**src/rtl/adc_ctrl_defines.svh**
```systemverilog
// register map, field positions, codes and timing counts of the converter control
`ifndef ADC_CTRL_DEFINES_SVH
`define ADC_CTRL_DEFINES_SVH

// ----------------------------------------------------------------------------
// register byte offsets
// ----------------------------------------------------------------------------
`define ADC_OFF_CTRL        12'h000
`define ADC_OFF_SELECT      12'h004
`define ADC_OFF_RESULT_LOW  12'h008
`define ADC_OFF_RESULT_HIGH 12'h00C

// ----------------------------------------------------------------------------
// control register fields
// ----------------------------------------------------------------------------
`define ADC_CTRL_ENABLE_BIT 7
`define ADC_CTRL_START_BIT  6
`define ADC_CTRL_DONE_BIT   4
`define ADC_CTRL_IE_BIT     3

// ----------------------------------------------------------------------------
// select register fields
// ----------------------------------------------------------------------------
`define ADC_SEL_REF_HI      7
`define ADC_SEL_REF_LO      6
`define ADC_SEL_LEFT_BIT    5
`define ADC_SEL_CHAN_HI     4

// ----------------------------------------------------------------------------
// reference codes
// ----------------------------------------------------------------------------
`define ADC_REF_EXTERNAL    2'h0
`define ADC_REF_SUPPLY      2'h1
`define ADC_REF_INT_1V1     2'h2
`define ADC_REF_INT_2V56    2'h3

// ----------------------------------------------------------------------------
// channel codes and limits
// ----------------------------------------------------------------------------
`define ADC_CHAN_DIFF_FIRST 5'h08
`define ADC_CHAN_DIFF_LAST  5'h1D
`define ADC_SE_MAX          13'sh03FF
`define ADC_SE_MIN          13'sh0000
`define ADC_DIFF_MAX        13'sh01FF
`define ADC_DIFF_MIN        -13'sh0200

// ----------------------------------------------------------------------------
// sleep mode codes
// ----------------------------------------------------------------------------
`define ADC_SLEEP_IDLE      3'h0
`define ADC_SLEEP_NOISE_RED 3'h1

// ----------------------------------------------------------------------------
// conversion lengths in converter clocks
// ----------------------------------------------------------------------------
`define ADC_CONV_NORMAL     5'd13
`define ADC_CONV_FIRST      5'd25

`endif

```
**src/rtl/adc_ctrl_pkg.sv**
```systemverilog
// types shared by the converter control design
package adc_ctrl_pkg;

  typedef enum logic [1:0] {
    SLEEP_AWAKE,
    SLEEP_ARMED,
    SLEEP_CONVERTING
  } sleep_state_t;

endpackage

```
**src/rtl/result_formatter.sv**
```systemverilog
// packs a 10-bit conversion code into the two result bytes, left or right adjusted
module result_formatter (
  input  wire logic [9:0] code,
  input  wire logic       left_adjust_select,
  output logic      [7:0] result_low_byte,
  output logic      [7:0] result_high_byte
);

  always_comb begin
    if (left_adjust_select) begin
      result_high_byte = code[9:2];
      result_low_byte  = {code[1:0], 6'h00};
    end else begin
      result_low_byte  = code[7:0];
      result_high_byte = {6'h00, code[9:8]};
    end
  end

endmodule

```
**src/rtl/adc_result_and_sleep_control.sv**
```systemverilog
// converter control: registers, conversion sequencing, sleep noise canceler, result packing
// Notes on behaviour
// single-ended inputs above reference clamp at full scale, never wrap
// reference can be analog supply, internal bandgap-derived, or external pin
// software should discard first result after a reference change
// software enables converter idle, single mode, completion interrupt before sleeping
// idle or low-noise sleep starts a conversion once processor halts
// sleep-started conversion completion wakes processor for completion handler
// other wake-up leaves conversion running; completion request still raised
// processor stays awake until another sleep instruction
// other sleep modes leave converter power to its enable bit
// software should clear enable before deeper sleep
// software should toggle enable after such sleep before differential work
// shared port pins must not toggle during a conversion
// same input on both differential sides measures residual offset
// result bytes hold the result once done flag is set
// single-ended code is unsigned, zero to full scale minus one step
// differential code is two's complement, saturating at 0x200 and 0x1FF
// top result bit in high byte is the sign of differential results
// zero difference gives zero, slightly negative gives all ones
// left adjust picks which bits land in high and low bytes
// reference field: 00 external, 01 supply, 10 1.1V, 11 2.56V
// left adjust changes result presentation immediately
// start bit reads one while busy; writing zero does nothing
// both result bytes update together at completion
`include "adc_ctrl_defines.svh"

module adc_result_and_sleep_control #(
  parameter int PRESCALE = 2
) (
  input  wire logic              sys_clk,
  input  wire logic              reset_n,
  input  wire logic              psel,
  input  wire logic              penable,
  input  wire logic              pwrite,
  input  wire logic [11:0]       paddr,
  input  wire logic [31:0]       pwdata,
  output logic      [31:0]       prdata,
  output logic                   pready,
  output logic                   pslverr,
  input  wire logic              sleep_enter,
  input  wire logic [2:0]        sleep_mode,
  input  wire logic              cpu_halted,
  input  wire logic              other_wake,
  input  wire logic signed [12:0] analog_level,
  output logic                   cpu_wake,
  output logic                   conversion_irq,
  output logic                   converter_power,
  output logic                   conversion_busy,
  output logic      [1:0]        reference_select_out,
  output logic      [4:0]        channel_select_out
);

  // --------------------------------------------------------------------------
  // register state
  // --------------------------------------------------------------------------
  logic       converter_enable;
  logic       conversion_ie;
  logic       conversion_done_flag;
  logic [1:0] reference_select_field;
  logic       left_adjust_select;
  logic [4:0] channel_field;
  logic [9:0] result_code;
  logic       first_pending;
  logic [4:0] adc_tick_count;
  logic [7:0] prescale_count;
  logic       adc_tick;
  logic [7:0] result_low_byte;
  logic [7:0] result_high_byte;
  adc_ctrl_pkg::sleep_state_t sleep_state;

  function automatic logic is_differential(input logic [4:0] chan);
    is_differential = (chan >= `ADC_CHAN_DIFF_FIRST) && (chan <= `ADC_CHAN_DIFF_LAST);
  endfunction

  function automatic logic [9:0] saturate(input logic signed [12:0] level, input logic diff);
    logic signed [12:0] upper;
    logic signed [12:0] lower;
    upper = diff ? `ADC_DIFF_MAX : `ADC_SE_MAX;
    lower = diff ? `ADC_DIFF_MIN : `ADC_SE_MIN;
    saturate = (level > upper) ? upper[9:0] : ((level < lower) ? lower[9:0] : level[9:0]);
  endfunction

  // --------------------------------------------------------------------------
  // bus decode
  // --------------------------------------------------------------------------
  logic access_done;
  logic wr_ctrl;
  logic wr_select;
  logic sw_start;
  logic sleep_start;
  logic conv_complete;
  logic [4:0] conv_length;

  assign access_done = psel && penable && pready;
  assign wr_ctrl     = access_done && pwrite && (paddr == `ADC_OFF_CTRL);
  assign wr_select   = access_done && pwrite && (paddr == `ADC_OFF_SELECT);
  // writing zero to start is ignored; a start while busy changes nothing
  assign sw_start    = wr_ctrl && pwdata[`ADC_CTRL_START_BIT] && pwdata[`ADC_CTRL_ENABLE_BIT]
                       && !conversion_busy;
  assign sleep_start = (sleep_state == adc_ctrl_pkg::SLEEP_ARMED) && cpu_halted
                       && converter_enable && !conversion_busy;
  assign conv_length = first_pending ? `ADC_CONV_FIRST : `ADC_CONV_NORMAL;
  assign conv_complete = conversion_busy && adc_tick && (adc_tick_count == conv_length - 5'd1);
  assign adc_tick    = (prescale_count == 8'(PRESCALE - 1));

  // --------------------------------------------------------------------------
  // apb slave: one wait state, registered answer
  // --------------------------------------------------------------------------
  always_ff @(posedge sys_clk) begin
    if (!reset_n) begin
      pready  <= 1'b0;
      pslverr <= 1'b0;
      prdata  <= 32'h0000_0000;
    end else begin
      pready  <= psel && penable && !pready;
      pslverr <= 1'b0;
      prdata  <= 32'h0000_0000;
      if (psel && penable && !pready) begin
        if (paddr == `ADC_OFF_CTRL) begin
          prdata[`ADC_CTRL_ENABLE_BIT] <= converter_enable;
          prdata[`ADC_CTRL_START_BIT]  <= conversion_busy;
          prdata[`ADC_CTRL_DONE_BIT]   <= conversion_done_flag;
          prdata[`ADC_CTRL_IE_BIT]     <= conversion_ie;
        end else if (paddr == `ADC_OFF_SELECT) begin
          prdata[7:0] <= {reference_select_field, left_adjust_select, channel_field};
        end else if (paddr == `ADC_OFF_RESULT_LOW) begin
          prdata[7:0] <= result_low_byte;
        end else if (paddr == `ADC_OFF_RESULT_HIGH) begin
          prdata[7:0] <= result_high_byte;
        end else begin
          pslverr <= 1'b1;
        end
      end
    end
  end

  // --------------------------------------------------------------------------
  // control and select registers
  // --------------------------------------------------------------------------
  always_ff @(posedge sys_clk) begin
    if (!reset_n) begin
      converter_enable       <= 1'b0;
      conversion_ie          <= 1'b0;
      reference_select_field <= `ADC_REF_EXTERNAL;
      left_adjust_select     <= 1'b0;
      channel_field          <= 5'h00;
    end else begin
      // sleep entry never touches the enable: only software does
      if (wr_ctrl) begin
        converter_enable <= pwdata[`ADC_CTRL_ENABLE_BIT];
        conversion_ie    <= pwdata[`ADC_CTRL_IE_BIT];
      end
      if (wr_select) begin
        reference_select_field <= pwdata[`ADC_SEL_REF_HI:`ADC_SEL_REF_LO];
        left_adjust_select     <= pwdata[`ADC_SEL_LEFT_BIT];
        channel_field          <= pwdata[`ADC_SEL_CHAN_HI:0];
      end
    end
  end

  // done flag: hardware set wins over a write-one clear in the same cycle
  always_ff @(posedge sys_clk) begin
    if (!reset_n) begin
      conversion_done_flag <= 1'b0;
    end else if (conv_complete) begin
      conversion_done_flag <= 1'b1;
    end else if (wr_ctrl && pwdata[`ADC_CTRL_DONE_BIT]) begin
      conversion_done_flag <= 1'b0;
    end
  end

  // --------------------------------------------------------------------------
  // conversion sequencing
  // --------------------------------------------------------------------------
  always_ff @(posedge sys_clk) begin
    if (!reset_n) begin
      prescale_count <= 8'h00;
    end else if (adc_tick || !converter_enable) begin
      prescale_count <= 8'h00;
    end else begin
      prescale_count <= prescale_count + 8'h01;
    end
  end

  always_ff @(posedge sys_clk) begin
    if (!reset_n) begin
      first_pending <= 1'b0;
    end else if (wr_ctrl && pwdata[`ADC_CTRL_ENABLE_BIT] && !converter_enable) begin
      first_pending <= 1'b1;
    end else if (conv_complete) begin
      first_pending <= 1'b0;
    end
  end

  // disabling aborts; another wake-up does not, so the conversion runs on
  always_ff @(posedge sys_clk) begin
    if (!reset_n) begin
      conversion_busy <= 1'b0;
      adc_tick_count  <= 5'd0;
    end else if (wr_ctrl && !pwdata[`ADC_CTRL_ENABLE_BIT]) begin
      conversion_busy <= 1'b0;
      adc_tick_count  <= 5'd0;
    end else if (sw_start || sleep_start) begin
      conversion_busy <= 1'b1;
      adc_tick_count  <= 5'd0;
    end else if (conv_complete) begin
      conversion_busy <= 1'b0;
    end else if (conversion_busy && adc_tick) begin
      adc_tick_count  <= adc_tick_count + 5'd1;
    end
  end

  // reference and channel held steady while converting
  always_ff @(posedge sys_clk) begin
    if (!reset_n) begin
      reference_select_out <= `ADC_REF_EXTERNAL;
      channel_select_out   <= 5'h00;
    end else if (!conversion_busy) begin
      reference_select_out <= reference_select_field;
      channel_select_out   <= channel_field;
    end
  end

  // single capture keeps both bytes from one conversion
  always_ff @(posedge sys_clk) begin
    if (!reset_n) begin
      result_code <= 10'h000;
    end else if (conv_complete) begin
      result_code <= saturate(analog_level, is_differential(channel_select_out));
    end
  end

  result_formatter u_result_formatter (
    .code               (result_code),
    .left_adjust_select (left_adjust_select),
    .result_low_byte    (result_low_byte),
    .result_high_byte   (result_high_byte)
  );

  // --------------------------------------------------------------------------
  // sleep noise canceler
  // --------------------------------------------------------------------------
  always_ff @(posedge sys_clk) begin
    if (!reset_n) begin
      sleep_state <= adc_ctrl_pkg::SLEEP_AWAKE;
      cpu_wake    <= 1'b0;
    end else begin
      cpu_wake <= 1'b0;
      case (sleep_state)
        adc_ctrl_pkg::SLEEP_AWAKE: begin
          if (sleep_enter && converter_enable && !conversion_busy &&
              (sleep_mode == `ADC_SLEEP_IDLE || sleep_mode == `ADC_SLEEP_NOISE_RED)) begin
            sleep_state <= adc_ctrl_pkg::SLEEP_ARMED;
          end
        end
        adc_ctrl_pkg::SLEEP_ARMED: begin
          if (other_wake || !converter_enable) begin
            sleep_state <= adc_ctrl_pkg::SLEEP_AWAKE;
          end else if (sleep_start) begin
            sleep_state <= adc_ctrl_pkg::SLEEP_CONVERTING;
          end
        end
        adc_ctrl_pkg::SLEEP_CONVERTING: begin
          if (other_wake || !conversion_busy) begin
            sleep_state <= adc_ctrl_pkg::SLEEP_AWAKE;
          end else if (conv_complete) begin
            sleep_state <= adc_ctrl_pkg::SLEEP_AWAKE;
            cpu_wake    <= conversion_ie;
          end
        end
        default: sleep_state <= adc_ctrl_pkg::SLEEP_AWAKE;
      endcase
    end
  end

  always_ff @(posedge sys_clk) begin
    if (!reset_n) begin
      conversion_irq  <= 1'b0;
      converter_power <= 1'b0;
    end else begin
      conversion_irq  <= conversion_done_flag && conversion_ie;
      converter_power <= converter_enable;
    end
  end
endmodule

```
**config.mk**
```make
export PLATFORM = sky130hd
export DESIGN_NAME = adc_result_and_sleep_control
export DESIGN_NICKNAME = d
export VERILOG_FILES = /design/src/rtl/adc_ctrl_pkg.sv /design/src/rtl/result_formatter.sv /design/src/rtl/adc_result_and_sleep_control.sv
export VERILOG_INCLUDE_DIRS = /design/src /design/src/rtl
export SDC_FILE = /design/constraint.sdc
export NUM_CORES = 1
export LEC_CHECK = 0
export BUFFER_PORTS_ARGS = -buffer_cell sky130_fd_sc_hd__buf_2
export CAP_MARGIN = 20
export CORE_UTILIZATION = 45
export CTS_BUF_LIST = sky130_fd_sc_hd__clkbuf_8
export CTS_CLUSTER_DIAMETER = 200
export DETAILED_ROUTE_END_ITERATION = 8
export PLACE_DENSITY = 0.74
export SYNTH_ARGS = -nofsm -noshare
export SYNTH_HDL_FRONTEND = slang
export SYNTH_HIERARCHICAL = 1
export SYNTH_SLANG_ARGS = --single-unit
```
**constraint.sdc**
```tcl
create_clock -name sys_clk -period 6 [get_ports sys_clk]
set_input_delay 1.2 -clock sys_clk [delete_from_list [all_inputs] [get_ports sys_clk]]
set_output_delay 1.2 -clock sys_clk [all_outputs]
set_load 0.01 [all_outputs]
```
==> results.cfg, run 1 <==
[outcome]
outcome = complete, but fails checks
violations = DRC

[timing]
period_needed_ns = 2.80
relSlewSlack_pct = 46.1
slew_viol_final = 0
final-hold-violation-count = 0
tightest_slew_ns = 0.809
setup_ws_ns = 3.20
rsz0062_at_grt = false
fmax_mhz = 358
setup_viol_count_final = 0
skew_ns = 0.00793
tns_ns = 0
fin_crit_sh_pct = 46.6

[synth]
netlist.area_leader.share_pct = 38.5
ys_types = 53
synth_edf_count = 0
postSynthCellCount = 337
synth_common_cells = dfxtp_1 (58), nor2_1 (37), nor2b_1 (25), buf_4 (24), a21oi_1 (23)
synthArstFlopShare_pct = 0
netlist_top_cells_area = dfxtp_1 (39%), buf_4 (6.0%), mux2i_1 (5.6%)
yosysTopAreaCell = dfxtp_1
synth_most_common_cell = dfxtp_1
synth_top_flop_cell = dfxtp_1
postSynthAreaPerCell_um2 = 8.94
seq_area_frac_synth_pct = 38.5
netlist_area_um2 = 3010
ys_warn_count = 6
ys_ff_latch = 58

[drt]
via_count = 2458
routed_via_density = 5.12
drc = 22
drtPass1Iterations = 6
ant_nets = 0
wl_um = 6090
drtIter0Drc = 143
wl_per_cell_um = 12.7

[cells_and_area]
final_cell_area_um2 = 3480
diodes = 0
area.growth.synth_to_final_pct = 15.4
final_layout_size_suffix_gt1_share_pct = 22.8
postLayoutCoreUtil_pct = 54.2
nNetsFinal = 475

[floorplanning]
num_io_pins = 113
num_rows = 29
die_h_um = 83.8
core_area_um2 = 6420
die_w_um = 83.8
die-area_um2 = 7030
start_util_pct = 46.9

[placement]
dpl_worst_slack_ns = 3.07
placed_cell_area_um2 = 3250
place.gp.congestion = 0.810
dp_hpwl_um = 4460
portBuffers = 63

[global_route]
antenna_found_initial = 0
grt_first_pass_wirelength_um = 10300
grt.overflow.total = 0
grt_max_degree = 38
grt_pass1_vias = 2313
grt.total_usage_pct = 18.4

[clock_tree]
post-cts-setup-buffer-count = 0
clock_sinks = 58
cts-resized-gates = 0
ctsHoldBuffers = 0
cts-buffers-inserted = 9
clock-root-buffer = clkbuf_8
clkTransAtPathRegs_ns = 0.07
htree_levels = 3
clk-insertion-delay-late_ns = 0.34
cts_tree = built
clockBufferDepth = 2

[flow_run]
cap_violations = 0

[worst_setup_path]
end_kind = flop
cp_cell_sequence = o21ai_0, inv_1, ha_1, nand4b_1, o31ai_1, a21oi_1, nor2_1, a21oi_1
crit_arrival_ns = 3.00
critical_path.slowest_cell = o21ai_0
worstSetupPathType = flop to flop
cp_common_cell = a21oi_1
worstPathRequired_ns = 6.20
path_max_fanout = 9
r2r_cells = 8
startpoint_type = flop
max_stage_delay_ns = 0.63

[min_path]
hold_class = flop to flop
hold_depth = 1

[power]
power.density_nw_per_um2 = 242
peakVddDrop_mv = 0.129
p_leak_uw = 0.00148
-- cell families (layout without fill, tap and decap cells) --
logic type,count (synthesis),count (layout),share of synthesized area [%]
other,1,24,0.124
AO/OA/AOI/OAI,57,57,12.1
flip-flops,58,58,38.5
buffers and inverters,46,89,9.84
AND/OR/NAND/NOR,135,135,25.1
multiplexers,21,21,7.64
adder cells (fa/ha/maj),9,9,3.74
XOR/XNOR,10,10,2.91
-- path summary, 6_finish.rpt --
check,slack (ns),to,startpoint
worst max-delay path,3.20,result_code[7],channel_select_out[3]
worst min-delay path,0.44,sleep_state[0],sleep_state[1]
worst max register to register,3.20,result_code[7],channel_select_out[3]
worst min register to register,0.44,sleep_state[0],sleep_state[1]
-- area by class of cell --
class                      instances  area [um2]
clock buffer                      10         138
tap                               77        96.3
clock inverter                     6        88.8
multi-input combinational        256        1640
timing repair buffer              63         315
fill                             593        2940
sequential                        58        1160
inverter                          10        37.5
-- power breakdown --
group	internal [uW]	switching [uW]	total [uW]
Clock	245	162	407
Combinational	18.1	30.1	48.2
Sequential	385	0.176	386
-- layer usage --
| layer | GRT usage (%) | wire length (um) | vias to the layer above | part of all wire [%] |
|---|---|---|---|---|
| li1 | - | - | 1248 | - |
| met1 | 23.9 | 2890 | 1110 | 47 |
| met2 | 29.0 | 2750 | 87 | 45 |
| met3 | 4.45 | 343 | 13 | 5.6 |
| met4 | 8.15 | 112 | 0 | 1.8 |
| met5 | 0 | 0 | - | 0 |
-- critical path: cells and delay by family, from the launching register on --
family / cells / cell delay, ns
AO/OA/AOI/OAI: 4 / 1.19
buffers and inverters: 1 / 0.18
AND/OR/NAND/NOR: 2 / 0.62
adder cells (fa/ha/maj): 1 / 0.31
flip-flops: 1 / 0.34
-- sequential cells by signal, indices dropped and copies added (netlist names), 5 cells and up --
signal and cells:
channel_field 5, channel_select_out 5, prescale_count 8, result_code 10, prdata 8, adc_tick_count 5
-- stage by stage --
stage / hold slack, ns / cells / power, uW
floorplan: 0.406 / 360 / 433
global placement: 0.418 / 464 / 441
detailed placement: 0.423 / 464 / 442
CTS: 0.433 / 480 / 847
global route: 0.476 / 480 / 873
finish: 0.435 / 480 / 841
-- cell usage in the layout, fill, tap and decap left out, types with 7 or more instances in the layout --
cell type and instances:
ha_1 9, nand3_1 8, and2_1 8, o21ai_0 13, nand2_1 19, conb_1 24
nor2b_1 25, inv_1 10, clkbuf_8 10, buf_2 63, nor2_1 37, dfxtp_1 58
nor4_1 7, a21oi_1 23, mux2i_1 17
(Power assumes the default switching activity.)
==> run 2: changes to the inputs <==
--- a/config.mk
+++ b/config.mk
@@ -12,7 +12,7 @@
 export CTS_BUF_LIST = sky130_fd_sc_hd__clkbuf_8
 export CTS_CLUSTER_DIAMETER = 200
 export DETAILED_ROUTE_END_ITERATION = 8
-export PLACE_DENSITY = 0.74
+export PLACE_DENSITY = 0.77
 export SYNTH_ARGS = -nofsm -noshare
 export SYNTH_HDL_FRONTEND = slang
 export SYNTH_HIERARCHICAL = 1
==> constraint.sdc (replaced) <==
create_clock -name sys_clk -period 2.4 [get_ports sys_clk]
set_input_delay 0.48 -clock sys_clk [delete_from_list [all_inputs] [get_ports sys_clk]]
set_output_delay 0.48 -clock sys_clk [all_outputs]
set_load 0.01 [all_outputs]
==> run 2 against run 1 <==
  * The flow still finishes with violations (DRC)
  * Critical path depth is 1 higher
  * Hold slack worse by 0.049 ns
  * Non-clock buffer count increased by 10
  * Sequential power up 150%
  * Register-to-register slack got worse by 3.0 ns
  * Clock skew grew 0.0039 ns
  * Sequential cell count is the same
  * First-iteration DRC count is 9.8% higher
  * Largest cell class unchanged
  * Highest routed layer unchanged
==> results.cfg, run 2 (synthesis results as in run 1) <==
[worst_setup_path]
worstPathRequired_ns = 2.63
end_kind = flop
reg2reg_from = channel_select_out[3]
cp-startpoint = channel_select_out[3]
worstSetupPathType = flop to flop
crit_arrival_ns = 2.45
path_max_fanout = 4
startpoint_type = flop

[global_route]
grt_max_degree = 37
grt_first_pass_wirelength_um = 10900
grt_pass1_vias = 2393
grt.overflow.total = 0
grt.total_usage_pct = 19.3
antenna_found_initial = 0

[floorplanning]
num_rows = 29
core_area_um2 = 6420
die_w_um = 83.8
die_h_um = 83.8
die-area_um2 = 7030
num_io_pins = 113
start_util_pct = 46.9

[drt]
drtPass1Iterations = 6
via_count = 2537
drtIter0Drc = 157
wl_um = 6420
wl_per_cell_um = 13.1
ant_nets = 0
routed_via_density = 5.18
drc = 18

[outcome]
outcome = complete, but fails checks
violations = DRC

[cells_and_area]
fillers = 574
reg_top3 = result_code: 10 flops, prdata: 8 flops, prescale_count: 8 flops
nNetsFinal = 485
mostFrequentLayoutCells = buf_2 (63), dfxtp_1 (58), nor2_1 (37)
final_cell_area_um2 = 3550
final_layout_size_suffix_gt1_share_pct = 24.7
largest_reg_flops = 10
postLayoutCoreUtil_pct = 55.3
top_register = result_code
layout_commonest_cell = buf_2
diodes = 0
area.growth.synth_to_final_pct = 17.9

[clock_tree]
htree_levels = 3
cts-resized-gates = 0
post-cts-setup-buffer-count = 0
clockBufferDepth = 2
clk-insertion-delay-late_ns = 0.34
cts_tree = built
clock_sinks = 58
cts-buffers-inserted = 9
ctsHoldBuffers = 0
clock-root-buffer = clkbuf_8
clkTransAtPathRegs_ns = 0.07

[min_path]
hp-start = analog_level[2]
hold_class = input pin to flop

[power]
cellInternalPower_uw = 1600
power.share.switching_pct = 23.7
p_seq_share_pct = 45.9
p_sw_uw = 498
p_leak_uw = 0.00153
peakVddDrop_mv = 0.342
power.density_nw_per_um2 = 591
p_comb_share_pct = 6.0
p_clk_share_pct = 48.1

[placement]
place.gp.congestion = 0.845
placed_cell_area_um2 = 3330
dp_hpwl_um = 4680
portBuffers = 63

[timing]
slew_viol_final = 0
final-hold-violation-count = 0
fmax_mhz = 450
tightest_slew_ns = 0.580
period_needed_ns = 2.22
skew_ns = 0.0118
relSlewSlack_pct = 60.8
tns_ns = 0
setup_viol_count_final = 0
rsz0062_at_grt = false
fin_crit_sh_pct = 92.7

[flow_run]
cap_violations = 0
==> run 2: power groups by stage <==
stage               Clock [uW]  Sequential [uW]  Combinational, uW
floorplan                    0              987               96.2
global placement             0              986                121
detailed placement           0              986                123
CTS                       1030              964                124
global route              1070              963                139
finish                    1010              964                126
==> run 2: metal layers <==
| metal | up-vias | GRT usage (%) | part of all wire [%] |
|---|---|---|---|
| li1 | 1271 | - | - |
| met1 | 1174 | 24.9 | 48 |
| met2 | 80 | 30.8 | 45 |
| met3 | 12 | 3.66 | 5.1 |
| met4 | 0 | 9.56 | 1.7 |
| met5 | - | 0 | 0 |
==> run 2: worst max-delay path, cell delays in order (launching register included) <==
cell and delay (ns):
dfxtp_1 0.39, nand4_1 0.10, o21ai_1 0.17, inv_1 0.10, ha_1 0.28, nand4b_1 0.16, o31ai_1 0.29, a21oi_1 0.14
a2111oi_0 0.39, nor2_1 0.09
==> run 2: stage by stage <==
| step | setup WS, ns | hold WS [ns] | std cells | power (uW) |
|---|---|---|---|---|
| floorplan | 0.180 | 0.406 | 360 | 1080 |
| global placement | 0.154 | 0.416 | 474 | 1110 |
| detailed placement | 0.106 | 0.437 | 474 | 1110 |
| CTS | 0.0801 | 0.375 | 490 | 2120 |
| global route | 0.0363 | 0.394 | 490 | 2170 |
| finish | 0.176 | 0.386 | 490 | 2100 |
==> run 2: final timing paths <==
path | end | slack (ns) | depth (start not counted)
max | result_code[9] | 0.18 | 9
min | result_code[2] | 0.39 | 3
max reg2reg | result_code[9] | 0.18 | 9
min reg2reg | sleep_state[0] | 0.45 | 1
==> run 2: cell type report <==
class	count	area, um2	area share [%]
clock buffers	9	124	3.49
clock inverters	7	101	2.85
inverters	10	37.5	1.06
multi-input cells	256	1640	46.2
flip-flops and latches	58	1160	32.7
well taps	77	96.3	2.71
repair buffers	73	390	11.0
